[src/design/cect_pkg.sv]
package cect_pkg;

  // Condition codes carried in the top nibble of every instruction
  localparam logic [3:0] ZERO_SET_COND = 4'h0;
  localparam logic [3:0] ZERO_CLEAR_COND = 4'h1;
  localparam logic [3:0] CARRY_SET_COND = 4'h2;
  localparam logic [3:0] CARRY_CLEAR_COND = 4'h3;
  localparam logic [3:0] SIGN_SET_COND = 4'h4;
  localparam logic [3:0] SIGN_CLEAR_COND = 4'h5;
  localparam logic [3:0] OVF_SET_COND = 4'h6;
  localparam logic [3:0] OVF_CLEAR_COND = 4'h7;
  localparam logic [3:0] UNSIGNED_ABOVE_COND = 4'h8;
  localparam logic [3:0] UNSIGNED_NOT_ABOVE_COND = 4'h9;
  localparam logic [3:0] SIGNED_AT_LEAST_COND = 4'ha;
  localparam logic [3:0] SIGNED_BELOW_COND = 4'hb;
  localparam logic [3:0] SIGNED_ABOVE_COND = 4'hc;
  localparam logic [3:0] SIGNED_AT_MOST_COND = 4'hd;
  localparam logic [3:0] EVERY_TIME_COND = 4'he;
  localparam logic [3:0] NEVER_COND = 4'hf;
  // Source-side aliases share the carry encodings
  localparam logic [3:0] CARRY_SET_ALIAS = CARRY_SET_COND;
  localparam logic [3:0] CARRY_CLEAR_ALIAS = CARRY_CLEAR_COND;

  // Flag bit positions within the status nibble
  localparam int FLAG_V = 0;
  localparam int FLAG_C = 1;
  localparam int FLAG_Z = 2;
  localparam int FLAG_N = 3;

  // Instruction classes
  localparam logic [3:0] CLS_DATA_PROC = 4'h0;
  localparam logic [3:0] CLS_WORD_LOAD = 4'h1;
  localparam logic [3:0] CLS_WORD_STORE = 4'h2;
  localparam logic [3:0] CLS_MULTI_LOAD = 4'h3;
  localparam logic [3:0] CLS_MULTI_STORE = 4'h4;
  localparam logic [3:0] CLS_BRANCH = 4'h5;
  localparam logic [3:0] CLS_PRODUCT = 4'h6;
  localparam logic [3:0] CLS_COPROC_DATA_OP = 4'h7;
  localparam logic [3:0] CLS_COPROC_LOAD_STORE = 4'h8;
  localparam logic [3:0] CLS_COPROC_TO_CORE_MOVE = 4'h9;
  localparam logic [3:0] CLS_CORE_TO_COPROC_MOVE = 4'ha;

  // Cycle type codes on the cycle port
  localparam logic [1:0] CYC_S = 2'h0;
  localparam logic [1:0] CYC_N = 2'h1;
  localparam logic [1:0] CYC_I = 2'h2;
  localparam logic [1:0] CYC_C = 2'h3;

  localparam logic [4:0] PRODUCT_MAX_I = 5'h10;

  // Register byte offsets
  localparam logic [7:0] REG_CTRL = 8'h00;
  localparam logic [7:0] REG_FLAGS = 8'h04;
  localparam logic [7:0] REG_STATUS = 8'h08;
  localparam logic [7:0] REG_EXEC_CNT = 8'h0c;
  localparam logic [7:0] REG_SKIP_CNT = 8'h10;
  localparam logic [7:0] REG_CYCLE_CNT = 8'h14;

  localparam logic [1:0] RESP_OKAY = 2'h0;
  localparam logic [1:0] RESP_SLVERR = 2'h2;

  localparam logic CTRL_RESET = 1'b0;
  localparam logic [3:0] FLAGS_RESET = 4'h0;

  // Gray codes along the usual path wait, S, N, I, C
  typedef enum logic [2:0] {
    PH_IDLE = 3'b000,
    PH_WAIT = 3'b001,
    PH_S = 3'b011,
    PH_N = 3'b010,
    PH_I = 3'b110,
    PH_C = 3'b111
  } cect_phase_t;

endpackage : cect_pkg

[src/design/cect_core.sv]
// Overview of operation
// - Test each instruction's condition against the flags
// - Single-flag and unsigned comparisons decode as listed
// - Signed at-least and below compare sign, overflow
// - Signed above and at-most also use zero
// - Default always runs, never condition never runs
// - Failed condition skips, costs one sequential cycle
// - Flags load when forced or update permitted
// - Next-word access is sequential, long over quads; the core only raises cyc_quad_cross_o, no extra cycle
// - Unrelated addresses use non-sequential cycles
// - No memory or coprocessor need means internal
// - Coprocessor moves and data op cycle counts
// - Data processing one S, plus shift, pc extras
// - Word load 1S+1N+1I, store two N
// - Multi load nS+1N+1I, pc adds S+N
// - Multi store (n-1)S plus two N
// - Product 1S plus operand-dependent internal cycles
// - Coprocessor load/store (n-1)S plus two N
// - Busy coprocessor stretches coprocessor instructions
`timescale 1ns/1ns
`default_nettype none
module cect_core
  import cect_pkg::*;
(
  input wire logic clk_i,
  input wire logic srst_i,
  input wire logic [7:0] s_axi_awaddr,
  input wire logic s_axi_awvalid,
  output logic s_axi_awready,
  input wire logic [31:0] s_axi_wdata,
  input wire logic [3:0] s_axi_wstrb,
  input wire logic s_axi_wvalid,
  output logic s_axi_wready,
  output logic [1:0] s_axi_bresp,
  output logic s_axi_bvalid,
  input wire logic s_axi_bready,
  input wire logic [7:0] s_axi_araddr,
  input wire logic s_axi_arvalid,
  output logic s_axi_arready,
  output logic [31:0] s_axi_rdata,
  output logic [1:0] s_axi_rresp,
  output logic s_axi_rvalid,
  input wire logic s_axi_rready,
  input wire logic instr_valid_i,
  output logic instr_ready_o,
  input wire logic [3:0] instr_cond_i,
  input wire logic [3:0] instr_class_i,
  input wire logic [31:0] instr_pc_i,
  input wire logic [4:0] instr_count_i,
  input wire logic [31:0] instr_operand_i,
  input wire logic instr_pc_dest_i,
  input wire logic instr_reg_shift_i,
  input wire logic instr_set_flags_i,
  input wire logic instr_force_flags_i,
  input wire logic [3:0] alu_flags_i,
  input wire logic cp_busy_i,
  output logic cyc_valid_o,
  output logic [1:0] cyc_type_o,
  output logic [29:0] cyc_addr_o,
  output logic cyc_quad_cross_o,
  output logic instr_done_o,
  output logic [3:0] flags_o
);

  cect_phase_t phase_reg;
  cect_phase_t phase_next;
  logic [4:0] s_cnt_reg, n_cnt_reg, i_cnt_reg, c_cnt_reg;
  logic [4:0] s_dec, n_dec, i_dec, c_dec;
  logic [4:0] ld_s, ld_n, ld_i, ld_c;
  logic [4:0] prod_i;
  logic [4:0] multi_n;
  logic [3:0] flags_reg;
  logic [3:0] alu_flags_reg;
  logic upd_reg, exec_reg, step_reg, enable_reg, done_reg;
  logic [29:0] addr_reg;
  logic [31:0] exec_cnt_reg, skip_cnt_reg, cycle_cnt_reg;
  logic cond_pass, accept, issuing, last_cycle, is_cop;
  logic aw_got_reg, w_got_reg, bvalid_reg, rvalid_reg;
  logic [7:0] awaddr_reg;
  logic [31:0] wdata_reg;
  logic [3:0] wstrb_reg;
  logic [1:0] bresp_reg, rresp_reg;
  logic [31:0] rdata_reg;
  logic do_write, flag_wr;

  cect_cond_eval u_cond (
    .cond_i(instr_cond_i),
    .flags_i(flags_reg),
    .pass_o(cond_pass)
  );

  // First phase, in S, N, I, C order, with cycles still owed
  function automatic cect_phase_t pick(input logic [4:0] s, input logic [4:0] n,
                                       input logic [4:0] i, input logic [4:0] c);
    if (s != 5'h00) return PH_S;
    else if (n != 5'h00) return PH_N;
    else if (i != 5'h00) return PH_I;
    else if (c != 5'h00) return PH_C;
    else return PH_IDLE;
  endfunction : pick

  assign instr_ready_o = enable_reg && (phase_reg == PH_IDLE);
  assign accept = instr_valid_i && instr_ready_o;
  assign is_cop = (instr_class_i == CLS_COPROC_DATA_OP) || (instr_class_i == CLS_COPROC_LOAD_STORE)
                  || (instr_class_i == CLS_COPROC_TO_CORE_MOVE)
                  || (instr_class_i == CLS_CORE_TO_COPROC_MOVE);
  assign multi_n = (instr_count_i == 5'h00) ? 5'h01 : instr_count_i;

  // Internal cycles grow by one per two bits of operand magnitude
  always_comb begin
    prod_i = 5'h01;
    for (int b = 1; b < 32; b++) begin
      if (instr_operand_i[b]) begin
        prod_i = 5'((b + 1) / 2 + 1);
      end
    end
    if (prod_i > PRODUCT_MAX_I) begin
      prod_i = PRODUCT_MAX_I;
    end
  end

  always_comb begin
    ld_s = 5'h00;
    ld_n = 5'h00;
    ld_i = 5'h00;
    ld_c = 5'h00;
    if (!cond_pass) begin
      ld_s = 5'h01;
    end else begin
      case (instr_class_i)
        CLS_DATA_PROC: begin
          ld_s = 5'h01 + {4'h0, instr_reg_shift_i} + {4'h0, instr_pc_dest_i};
          ld_n = {4'h0, instr_pc_dest_i};
        end
        CLS_WORD_LOAD: begin
          ld_s = 5'h01 + {4'h0, instr_pc_dest_i};
          ld_n = 5'h01 + {4'h0, instr_pc_dest_i};
          ld_i = 5'h01;
        end
        CLS_WORD_STORE: ld_n = 5'h02;
        CLS_MULTI_LOAD: begin
          ld_s = multi_n + {4'h0, instr_pc_dest_i};
          ld_n = 5'h01 + {4'h0, instr_pc_dest_i};
          ld_i = 5'h01;
        end
        CLS_MULTI_STORE: begin
          ld_s = multi_n - 5'h01;
          ld_n = 5'h02;
        end
        CLS_PRODUCT: begin
          ld_s = 5'h01;
          ld_i = prod_i;
        end
        CLS_COPROC_DATA_OP: ld_s = 5'h01;
        CLS_COPROC_LOAD_STORE: begin
          ld_s = multi_n - 5'h01;
          ld_n = 5'h02;
        end
        CLS_COPROC_TO_CORE_MOVE: begin
          ld_s = 5'h01;
          ld_c = 5'h01;
        end
        CLS_CORE_TO_COPROC_MOVE: begin
          ld_s = 5'h01;
          ld_i = 5'h01;
          ld_c = 5'h01;
        end
        default: begin
          ld_s = 5'h02;
          ld_n = 5'h01;
        end
      endcase
    end
  end

  assign issuing = (phase_reg == PH_S) || (phase_reg == PH_N) || (phase_reg == PH_I)
                   || (phase_reg == PH_C);

  always_comb begin
    s_dec = s_cnt_reg;
    n_dec = n_cnt_reg;
    i_dec = i_cnt_reg;
    c_dec = c_cnt_reg;
    case (phase_reg)
      PH_S: s_dec = s_cnt_reg - 5'h01;
      PH_N: n_dec = n_cnt_reg - 5'h01;
      PH_I: i_dec = i_cnt_reg - 5'h01;
      PH_C: c_dec = c_cnt_reg - 5'h01;
      default: s_dec = s_cnt_reg;
    endcase
  end

  assign last_cycle = issuing && (pick(s_dec, n_dec, i_dec, c_dec) == PH_IDLE);

  always_comb begin
    phase_next = phase_reg;
    case (phase_reg)
      PH_IDLE: begin
        if (accept) begin
          // A skipped coprocessor instruction never talks to the coprocessor
          phase_next = (is_cop && cond_pass) ? PH_WAIT : pick(ld_s, ld_n, ld_i, ld_c);
        end
      end
      PH_WAIT: begin
        if (!cp_busy_i) begin
          phase_next = pick(s_cnt_reg, n_cnt_reg, i_cnt_reg, c_cnt_reg);
        end
      end
      PH_S, PH_N, PH_I, PH_C: phase_next = pick(s_dec, n_dec, i_dec, c_dec);
      default: phase_next = PH_IDLE;
    endcase
  end

  always_ff @(posedge clk_i) begin
    if (srst_i) begin
      phase_reg <= PH_IDLE;
    end else begin
      phase_reg <= phase_next;
    end
  end

  always_ff @(posedge clk_i) begin
    if (srst_i) begin
      s_cnt_reg <= 5'h00;
      n_cnt_reg <= 5'h00;
      i_cnt_reg <= 5'h00;
      c_cnt_reg <= 5'h00;
    end else if (accept) begin
      s_cnt_reg <= ld_s;
      n_cnt_reg <= ld_n;
      i_cnt_reg <= ld_i;
      c_cnt_reg <= ld_c;
    end else if (issuing) begin
      s_cnt_reg <= s_dec;
      n_cnt_reg <= n_dec;
      i_cnt_reg <= i_dec;
      c_cnt_reg <= c_dec;
    end
  end

  // Busy coprocessor time shows as internal cycles on the cycle port
  assign cyc_valid_o = issuing || ((phase_reg == PH_WAIT) && cp_busy_i);
  always_comb begin
    case (phase_reg)
      PH_S: cyc_type_o = CYC_S;
      PH_N: cyc_type_o = CYC_N;
      PH_C: cyc_type_o = CYC_C;
      default: cyc_type_o = CYC_I;
    endcase
  end
  assign cyc_addr_o = addr_reg;
  assign cyc_quad_cross_o = (phase_reg == PH_S) && step_reg && (addr_reg[1:0] == 2'h0);

  // Sequential cycles walk word by word from the instruction address
  always_ff @(posedge clk_i) begin
    if (srst_i) begin
      addr_reg <= 30'h0;
      step_reg <= 1'b0;
    end else if (accept) begin
      addr_reg <= instr_pc_i[31:2];
      step_reg <= 1'b0;
    end else if (phase_reg == PH_S) begin
      addr_reg <= addr_reg + 30'h1;
      step_reg <= 1'b1;
    end else if (issuing) begin
      step_reg <= 1'b0;
    end
  end

  always_ff @(posedge clk_i) begin
    if (srst_i) begin
      upd_reg <= 1'b0;
      exec_reg <= 1'b0;
      alu_flags_reg <= FLAGS_RESET;
    end else if (accept) begin
      upd_reg <= cond_pass && (instr_force_flags_i || instr_set_flags_i);
      exec_reg <= cond_pass;
      alu_flags_reg <= alu_flags_i;
    end
  end

  assign flag_wr = do_write && (awaddr_reg == REG_FLAGS) && wstrb_reg[0];

  // Result flags from the instruction win over a software write
  always_ff @(posedge clk_i) begin
    if (srst_i) begin
      flags_reg <= FLAGS_RESET;
    end else if (last_cycle && upd_reg) begin
      flags_reg <= alu_flags_reg;
    end else if (flag_wr) begin
      flags_reg <= wdata_reg[3:0];
    end
  end
  assign flags_o = flags_reg;

  always_ff @(posedge clk_i) begin
    if (srst_i) begin
      done_reg <= 1'b0;
      exec_cnt_reg <= 32'h0;
      skip_cnt_reg <= 32'h0;
      cycle_cnt_reg <= 32'h0;
    end else begin
      done_reg <= last_cycle;
      if (last_cycle && exec_reg) begin
        exec_cnt_reg <= exec_cnt_reg + 32'h1;
      end
      if (last_cycle && !exec_reg) begin
        skip_cnt_reg <= skip_cnt_reg + 32'h1;
      end
      if (cyc_valid_o) begin
        cycle_cnt_reg <= cycle_cnt_reg + 32'h1;
      end
    end
  end
  assign instr_done_o = done_reg;

  // Register slave: one write and one read in flight, address and data in any order
  assign s_axi_awready = !aw_got_reg && !bvalid_reg;
  assign s_axi_wready = !w_got_reg && !bvalid_reg;
  assign do_write = aw_got_reg && w_got_reg && !bvalid_reg;

  always_ff @(posedge clk_i) begin
    if (srst_i) begin
      aw_got_reg <= 1'b0;
      w_got_reg <= 1'b0;
      awaddr_reg <= 8'h00;
      wdata_reg <= 32'h0;
      wstrb_reg <= 4'h0;
      bvalid_reg <= 1'b0;
      bresp_reg <= RESP_OKAY;
    end else begin
      if (s_axi_awvalid && s_axi_awready) begin
        aw_got_reg <= 1'b1;
        awaddr_reg <= s_axi_awaddr;
      end
      if (s_axi_wvalid && s_axi_wready) begin
        w_got_reg <= 1'b1;
        wdata_reg <= s_axi_wdata;
        wstrb_reg <= s_axi_wstrb;
      end
      if (do_write) begin
        aw_got_reg <= 1'b0;
        w_got_reg <= 1'b0;
        bvalid_reg <= 1'b1;
        bresp_reg <= ((awaddr_reg == REG_CTRL) || (awaddr_reg == REG_FLAGS))
                     ? RESP_OKAY : RESP_SLVERR;
      end else if (s_axi_bready) begin
        bvalid_reg <= 1'b0;
      end
    end
  end
  assign s_axi_bvalid = bvalid_reg;
  assign s_axi_bresp = bresp_reg;

  always_ff @(posedge clk_i) begin
    if (srst_i) begin
      enable_reg <= CTRL_RESET;
    end else if (do_write && (awaddr_reg == REG_CTRL) && wstrb_reg[0]) begin
      enable_reg <= wdata_reg[0];
    end
  end

  assign s_axi_arready = !rvalid_reg;
  always_ff @(posedge clk_i) begin
    if (srst_i) begin
      rvalid_reg <= 1'b0;
      rdata_reg <= 32'h0;
      rresp_reg <= RESP_OKAY;
    end else if (s_axi_arvalid && s_axi_arready) begin
      rvalid_reg <= 1'b1;
      rresp_reg <= RESP_OKAY;
      case (s_axi_araddr)
        REG_CTRL: rdata_reg <= {31'h0, enable_reg};
        REG_FLAGS: rdata_reg <= {28'h0, flags_reg};
        REG_STATUS: rdata_reg <= {26'h0, exec_reg, (phase_reg == PH_WAIT), phase_reg, issuing};
        REG_EXEC_CNT: rdata_reg <= exec_cnt_reg;
        REG_SKIP_CNT: rdata_reg <= skip_cnt_reg;
        REG_CYCLE_CNT: rdata_reg <= cycle_cnt_reg;
        default: begin
          rdata_reg <= 32'h0;
          rresp_reg <= RESP_SLVERR;
        end
      endcase
    end else if (s_axi_rready) begin
      rvalid_reg <= 1'b0;
    end
  end
  assign s_axi_rvalid = rvalid_reg;
  assign s_axi_rdata = rdata_reg;
  assign s_axi_rresp = rresp_reg;
endmodule : cect_core
`default_nettype wire

[src/design/cect_cond_eval.sv]
`timescale 1ns/1ns
`default_nettype none
module cect_cond_eval
  import cect_pkg::*;
(
  input wire logic [3:0] cond_i,
  input wire logic [3:0] flags_i,
  output logic pass_o
);

  logic n;
  logic z;
  logic c;
  logic v;

  assign n = flags_i[FLAG_N];
  assign z = flags_i[FLAG_Z];
  assign c = flags_i[FLAG_C];
  assign v = flags_i[FLAG_V];

  always_comb begin
    case (cond_i)
      ZERO_SET_COND: pass_o = z;
      ZERO_CLEAR_COND: pass_o = !z;
      CARRY_SET_COND: pass_o = c;
      CARRY_CLEAR_COND: pass_o = !c;
      SIGN_SET_COND: pass_o = n;
      SIGN_CLEAR_COND: pass_o = !n;
      OVF_SET_COND: pass_o = v;
      OVF_CLEAR_COND: pass_o = !v;
      UNSIGNED_ABOVE_COND: pass_o = c && !z;
      UNSIGNED_NOT_ABOVE_COND: pass_o = !c || z;
      SIGNED_AT_LEAST_COND: pass_o = (n == v);
      SIGNED_BELOW_COND: pass_o = (n != v);
      SIGNED_ABOVE_COND: pass_o = (n == v) && !z;
      SIGNED_AT_MOST_COND: pass_o = (n != v) || z;
      EVERY_TIME_COND: pass_o = 1'b1;
      default: pass_o = 1'b0;
    endcase
  end

endmodule : cect_cond_eval
`default_nettype wire

[config.mk]
export PLATFORM = sky130hd
export DESIGN_NAME = cect_core
export DESIGN_NICKNAME = d
export VERILOG_FILES = /design/src/design/cect_pkg.sv /design/src/design/cect_core.sv /design/src/design/cect_cond_eval.sv
export SDC_FILE = /design/constraint.sdc
export NUM_CORES = 1
export LEC_CHECK = 0
export ABC_AREA = 0
export BUFFER_PORTS_ARGS = -buffer_cell sky130_fd_sc_hd__buf_2
export CELL_PAD_IN_SITES_DETAIL_PLACEMENT = 0
export CELL_PAD_IN_SITES_GLOBAL_PLACEMENT = 1
export CORE_ASPECT_RATIO = 1.25
export CORE_MARGIN = 10
export CORE_UTILIZATION = 42
export CTS_BUF_LIST = sky130_fd_sc_hd__clkbuf_4 sky130_fd_sc_hd__clkbuf_8
export DETAILED_ROUTE_END_ITERATION = 10
export PLACE_DENSITY_LB_ADDON = 0.1
export SYNTH_ARGS = -nofsm -noshare
export SYNTH_HDL_FRONTEND = slang
export SYNTH_HIERARCHICAL = 1
export SYNTH_SLANG_ARGS = --single-unit
[constraint.sdc]
create_clock -name clk_i -period 3.8 [get_ports clk_i]
set_input_delay 0.76 -clock clk_i [delete_from_list [all_inputs] [get_ports clk_i]]
set_output_delay 0.76 -clock clk_i [all_outputs]
set_load 0.005 [all_outputs]
==> flow_metrics.py <==
metrics = {
    "run_status": {
        "status": "finished, final reports clean",
    },
    "sta": {
        "period_share": 0.891,
        "finalSetupTns_ns": 0,
        "rsz0062_at_grt": "false",
        "finalMaxSlewViolations": 0,
        "hold_slack_ns": 0.427,
        "slew_headroom": 0.518,
        "hold_viol_final": 0,
        "fin_skew_ns": 0.0299,
        "worst_pin_slew_ns": 0.722,
        "fmax_mhz": 295,
        "min_period_ns": 3.38,
        "setup_viol": 0,
    },
    "floorplan": {
        "ioPinCount": 227,
        "core_area_sq_um": 27700,
        "rows": 68,
        "die_height_um": 207,
        "start_util": 0.426,
        "dieArea_sq_um": 35200,
        "dieWidth_um": 170,
    },
    "worst_setup_path": {
        "critPathKind": "reg2reg",
        "startpoint_type": "register",
        "crit_fanout": 13,
        "critPathRequiredTime_ns": 4.20,
        "cp.arrival_ns": 3.78,
        "end_kind": "register",
    },
    "finish": {
        "multi_input_area_sq_um": 7010,
        "seqCellArea_sq_um": 4260,
        "final_area_sq_um": 13800,
        "n_fill_cell": 2782,
        "antennaDiodeCount": 0,
        "syn2layout_area_growth_pct": 17.3,
        "drive_above_1_share": 0.192,
        "nets": 1822,
    },
    "detailed_routing": {
        "remaining_drc_errors": 0,
        "totalWireLength_um": 34200,
        "drtPass1Iterations": 5,
        "vias": 11200,
        "drt-initial-drc-count": 638,
        "antenna_left": 0,
        "routed_via_density": 5.50,
        "wire_per_inst_um": 16.9,
    },
    "grt": {
        "grt_usage": 0.189,
        "antenna_found_initial": 0,
        "grt_pass1_vias": 11000,
        "grt-ovfl-total": 0,
        "grt_pass1_wl_um": 56200,
        "grt_start_max_net_pins": 77,
    },
    "yosys": {
        "avgSynthCellArea_sq_um": 7.93,
        "netlist_area_sq_um": 11800,
        "synth_edf_count": 0,
        "ys_warn_count": 6,
        "async_flop_share": 0,
        "synth_cells": 1485,
        "ys_ff_latch": 213,
        "ys_seq_area_frac": 0.362,
        "ys.flop_type": "dfxtp_1",
        "ys_types": 76,
    },
    "clock_network": {
        "cts_root_buf": "clkbuf_8",
        "clock-sinks": 213,
        "clockBufferDepth": 3,
        "insertion_delay_ns": 0.54,
        "cts_tree": "built",
        "cts_hold_buffers": 0,
        "cts_setup_buffers": 0,
        "htreeDepth": 2,
        "clkSlewWorstSetupHoldPaths_ns": 0.06,
        "ctsResizeCount": 0,
        "cts_buffers": 38,
    },
    "place": {
        "gp_congestion": 0.811,
        "post-dp-hpwl_um": 25100,
        "place_area_sq_um": 13100,
        "port_buffers": 190,
    },
    "hold_path": {
        "hold_class": "in2reg",
    },
    "power_and_ir_drop": {
        "p_int_mw": 3.55,
        "combPwrFrac": 0.064,
        "pwr_density_cell_nw_per_um2": 338,
        "max-vdd-ir-drop_v": 0.000207,
        "power.clock.fraction": 0.452,
        "power_frac_seq": 0.484,
        "total_power_mw": 4.66,
        "p_sw_mw": 1.11,
        "power.leakage_nw": 5.36,
        "swShare": 0.239,
    },
    "run": {
        "max_cap_violations": 0,
    },
}
critical path, stage by stage (launching register included):
cell	delay, ns
dfxtp_1	0.34
inv_1	0.12
ha_1	0.15
or4bb_1	0.55
xnor2_1	0.19
a2111oi_4	0.49
and2_1	0.27
nand4_1	0.47
nor3_1	0.31
mux2_2	0.36
placed cells by master (no fill, tap or decap), types with 28 or more instances in the layout:
cell type / instances
a22oi_1: 40
xnor2_1: 28
nand3_1: 66
or3_1: 28
nand4_1: 35
dfxtp_1: 213
nor3_1: 35
xor2_1: 53
nand2_1: 141
buf_2: 189
mux2i_1: 43
a21oi_1: 101
nor2_1: 195
a211oi_1: 36
buf_4: 33
inv_1: 35
o21ai_0: 77
clkbuf_8: 46
metal layers:
layer  vias to the layer above  track usage  wire length (um)  part of all wire
li1                       5694            -                 -                 -
met5                         -            0                 0                 0
met4                         0       0.0490               694             0.020
met1                      5228        0.225             14700              0.43
met3                        40       0.0335              1420             0.042
met2                       197        0.340             17400              0.51
synthesized netlist by cell type, types with 4 or more instances:
master,count,share of area
and4_1,10,0.0074
nor3b_1,5,0.0032
a211oi_1,37,0.024
mux2i_1,43,0.037
and3_1,26,0.014
o21ai_0,77,0.033
a21o_1,4,0.0026
nand4_1,35,0.019
nor2b_1,14,0.0074
buf_1,6,0.0019
and2_1,11,0.0058
ha_1,18,0.019
dfxtp_1,213,0.36
nor3_1,35,0.015
xnor2_1,28,0.021
a21oi_1,101,0.043
buf_2,7,0.0030
nand3_1,66,0.028
nor4_1,24,0.013
nor2_1,195,0.062
xor2_1,53,0.039
nand2_1,141,0.045
nand4b_1,7,0.0052
mux2_2,12,0.011
inv_1,35,0.011
o41ai_1,4,0.0030
a22oi_1,40,0.026
a221oi_1,4,0.0030
a311oi_1,4,0.0030
or3_1,28,0.015
clkbuf_1,74,0.024
nand2b_1,13,0.0069
o211ai_1,5,0.0032
a31o_2,4,0.0030
o31ai_1,21,0.013
or4_1,22,0.014
layout make-up:
cell class | instances | area share
Tap cell | 350 | 0.0317
Clock inverter | 5 | 0.00199
Inverter | 36 | 0.00979
Clock buffer | 56 | 0.0513
Multi-Input combinational cell | 1144 | 0.508
Timing Repair Buffer | 224 | 0.0887
Sequential cell | 213 | 0.309
power groups by stage:
stage	Clock (mW)	Combinational, mW	Sequential (mW)
2_1_floorplan	0	0.180	2.30
3_3_place_gp	0	0.300	2.31
3_5_place_dp	0	0.303	2.31
4_1_cts	2.17	0.304	2.26
5_1_grt	2.27	0.337	2.26
6_report	2.11	0.300	2.26
metrics by stage:
step,cells,setup slack (ns),utilization
after detailed placement,1967,0.258,0.473
final,2028,0.416,0.499
after CTS,2028,0.397,0.499
after global placement,1967,0.273,0.473
after global routing,2028,0.00106,0.499
after floorplan,1486,0.523,-
final timing paths:
kind / from / endpoint / slack, ns / cells past startpoint
worst max-delay path: n_cnt_reg[0]$_SDFFE_PP0P_ / skip_cnt_reg[31]$_SDFFE_PP0P_ / 0.42 / 9
worst min-delay path: s_axi_rready / s_axi_rvalid$_SDFFE_PP0P_ / 0.43 / 2
worst max register to register: n_cnt_reg[0]$_SDFFE_PP0P_ / skip_cnt_reg[31]$_SDFFE_PP0P_ / 0.42 / 9
worst min register to register: awaddr_reg[6]$_SDFFE_PP0P_ / awaddr_reg[6]$_SDFFE_PP0P_ / 0.45 / 2
cells by family after synthesis:
logic type               count (synthesis)  synth area share
multiplexers                            57            0.0503
buffers and inverters                  129            0.0447
other                                    1          0.000319
adder cells (fa/ha/maj)                 19            0.0208
AND/OR/NAND/NOR                        659             0.284
AO/OA/AOI/OAI                          325             0.176
flip-flops                             213             0.362
XOR/XNOR                                82            0.0616
Power figures use the tool's default switching activity.
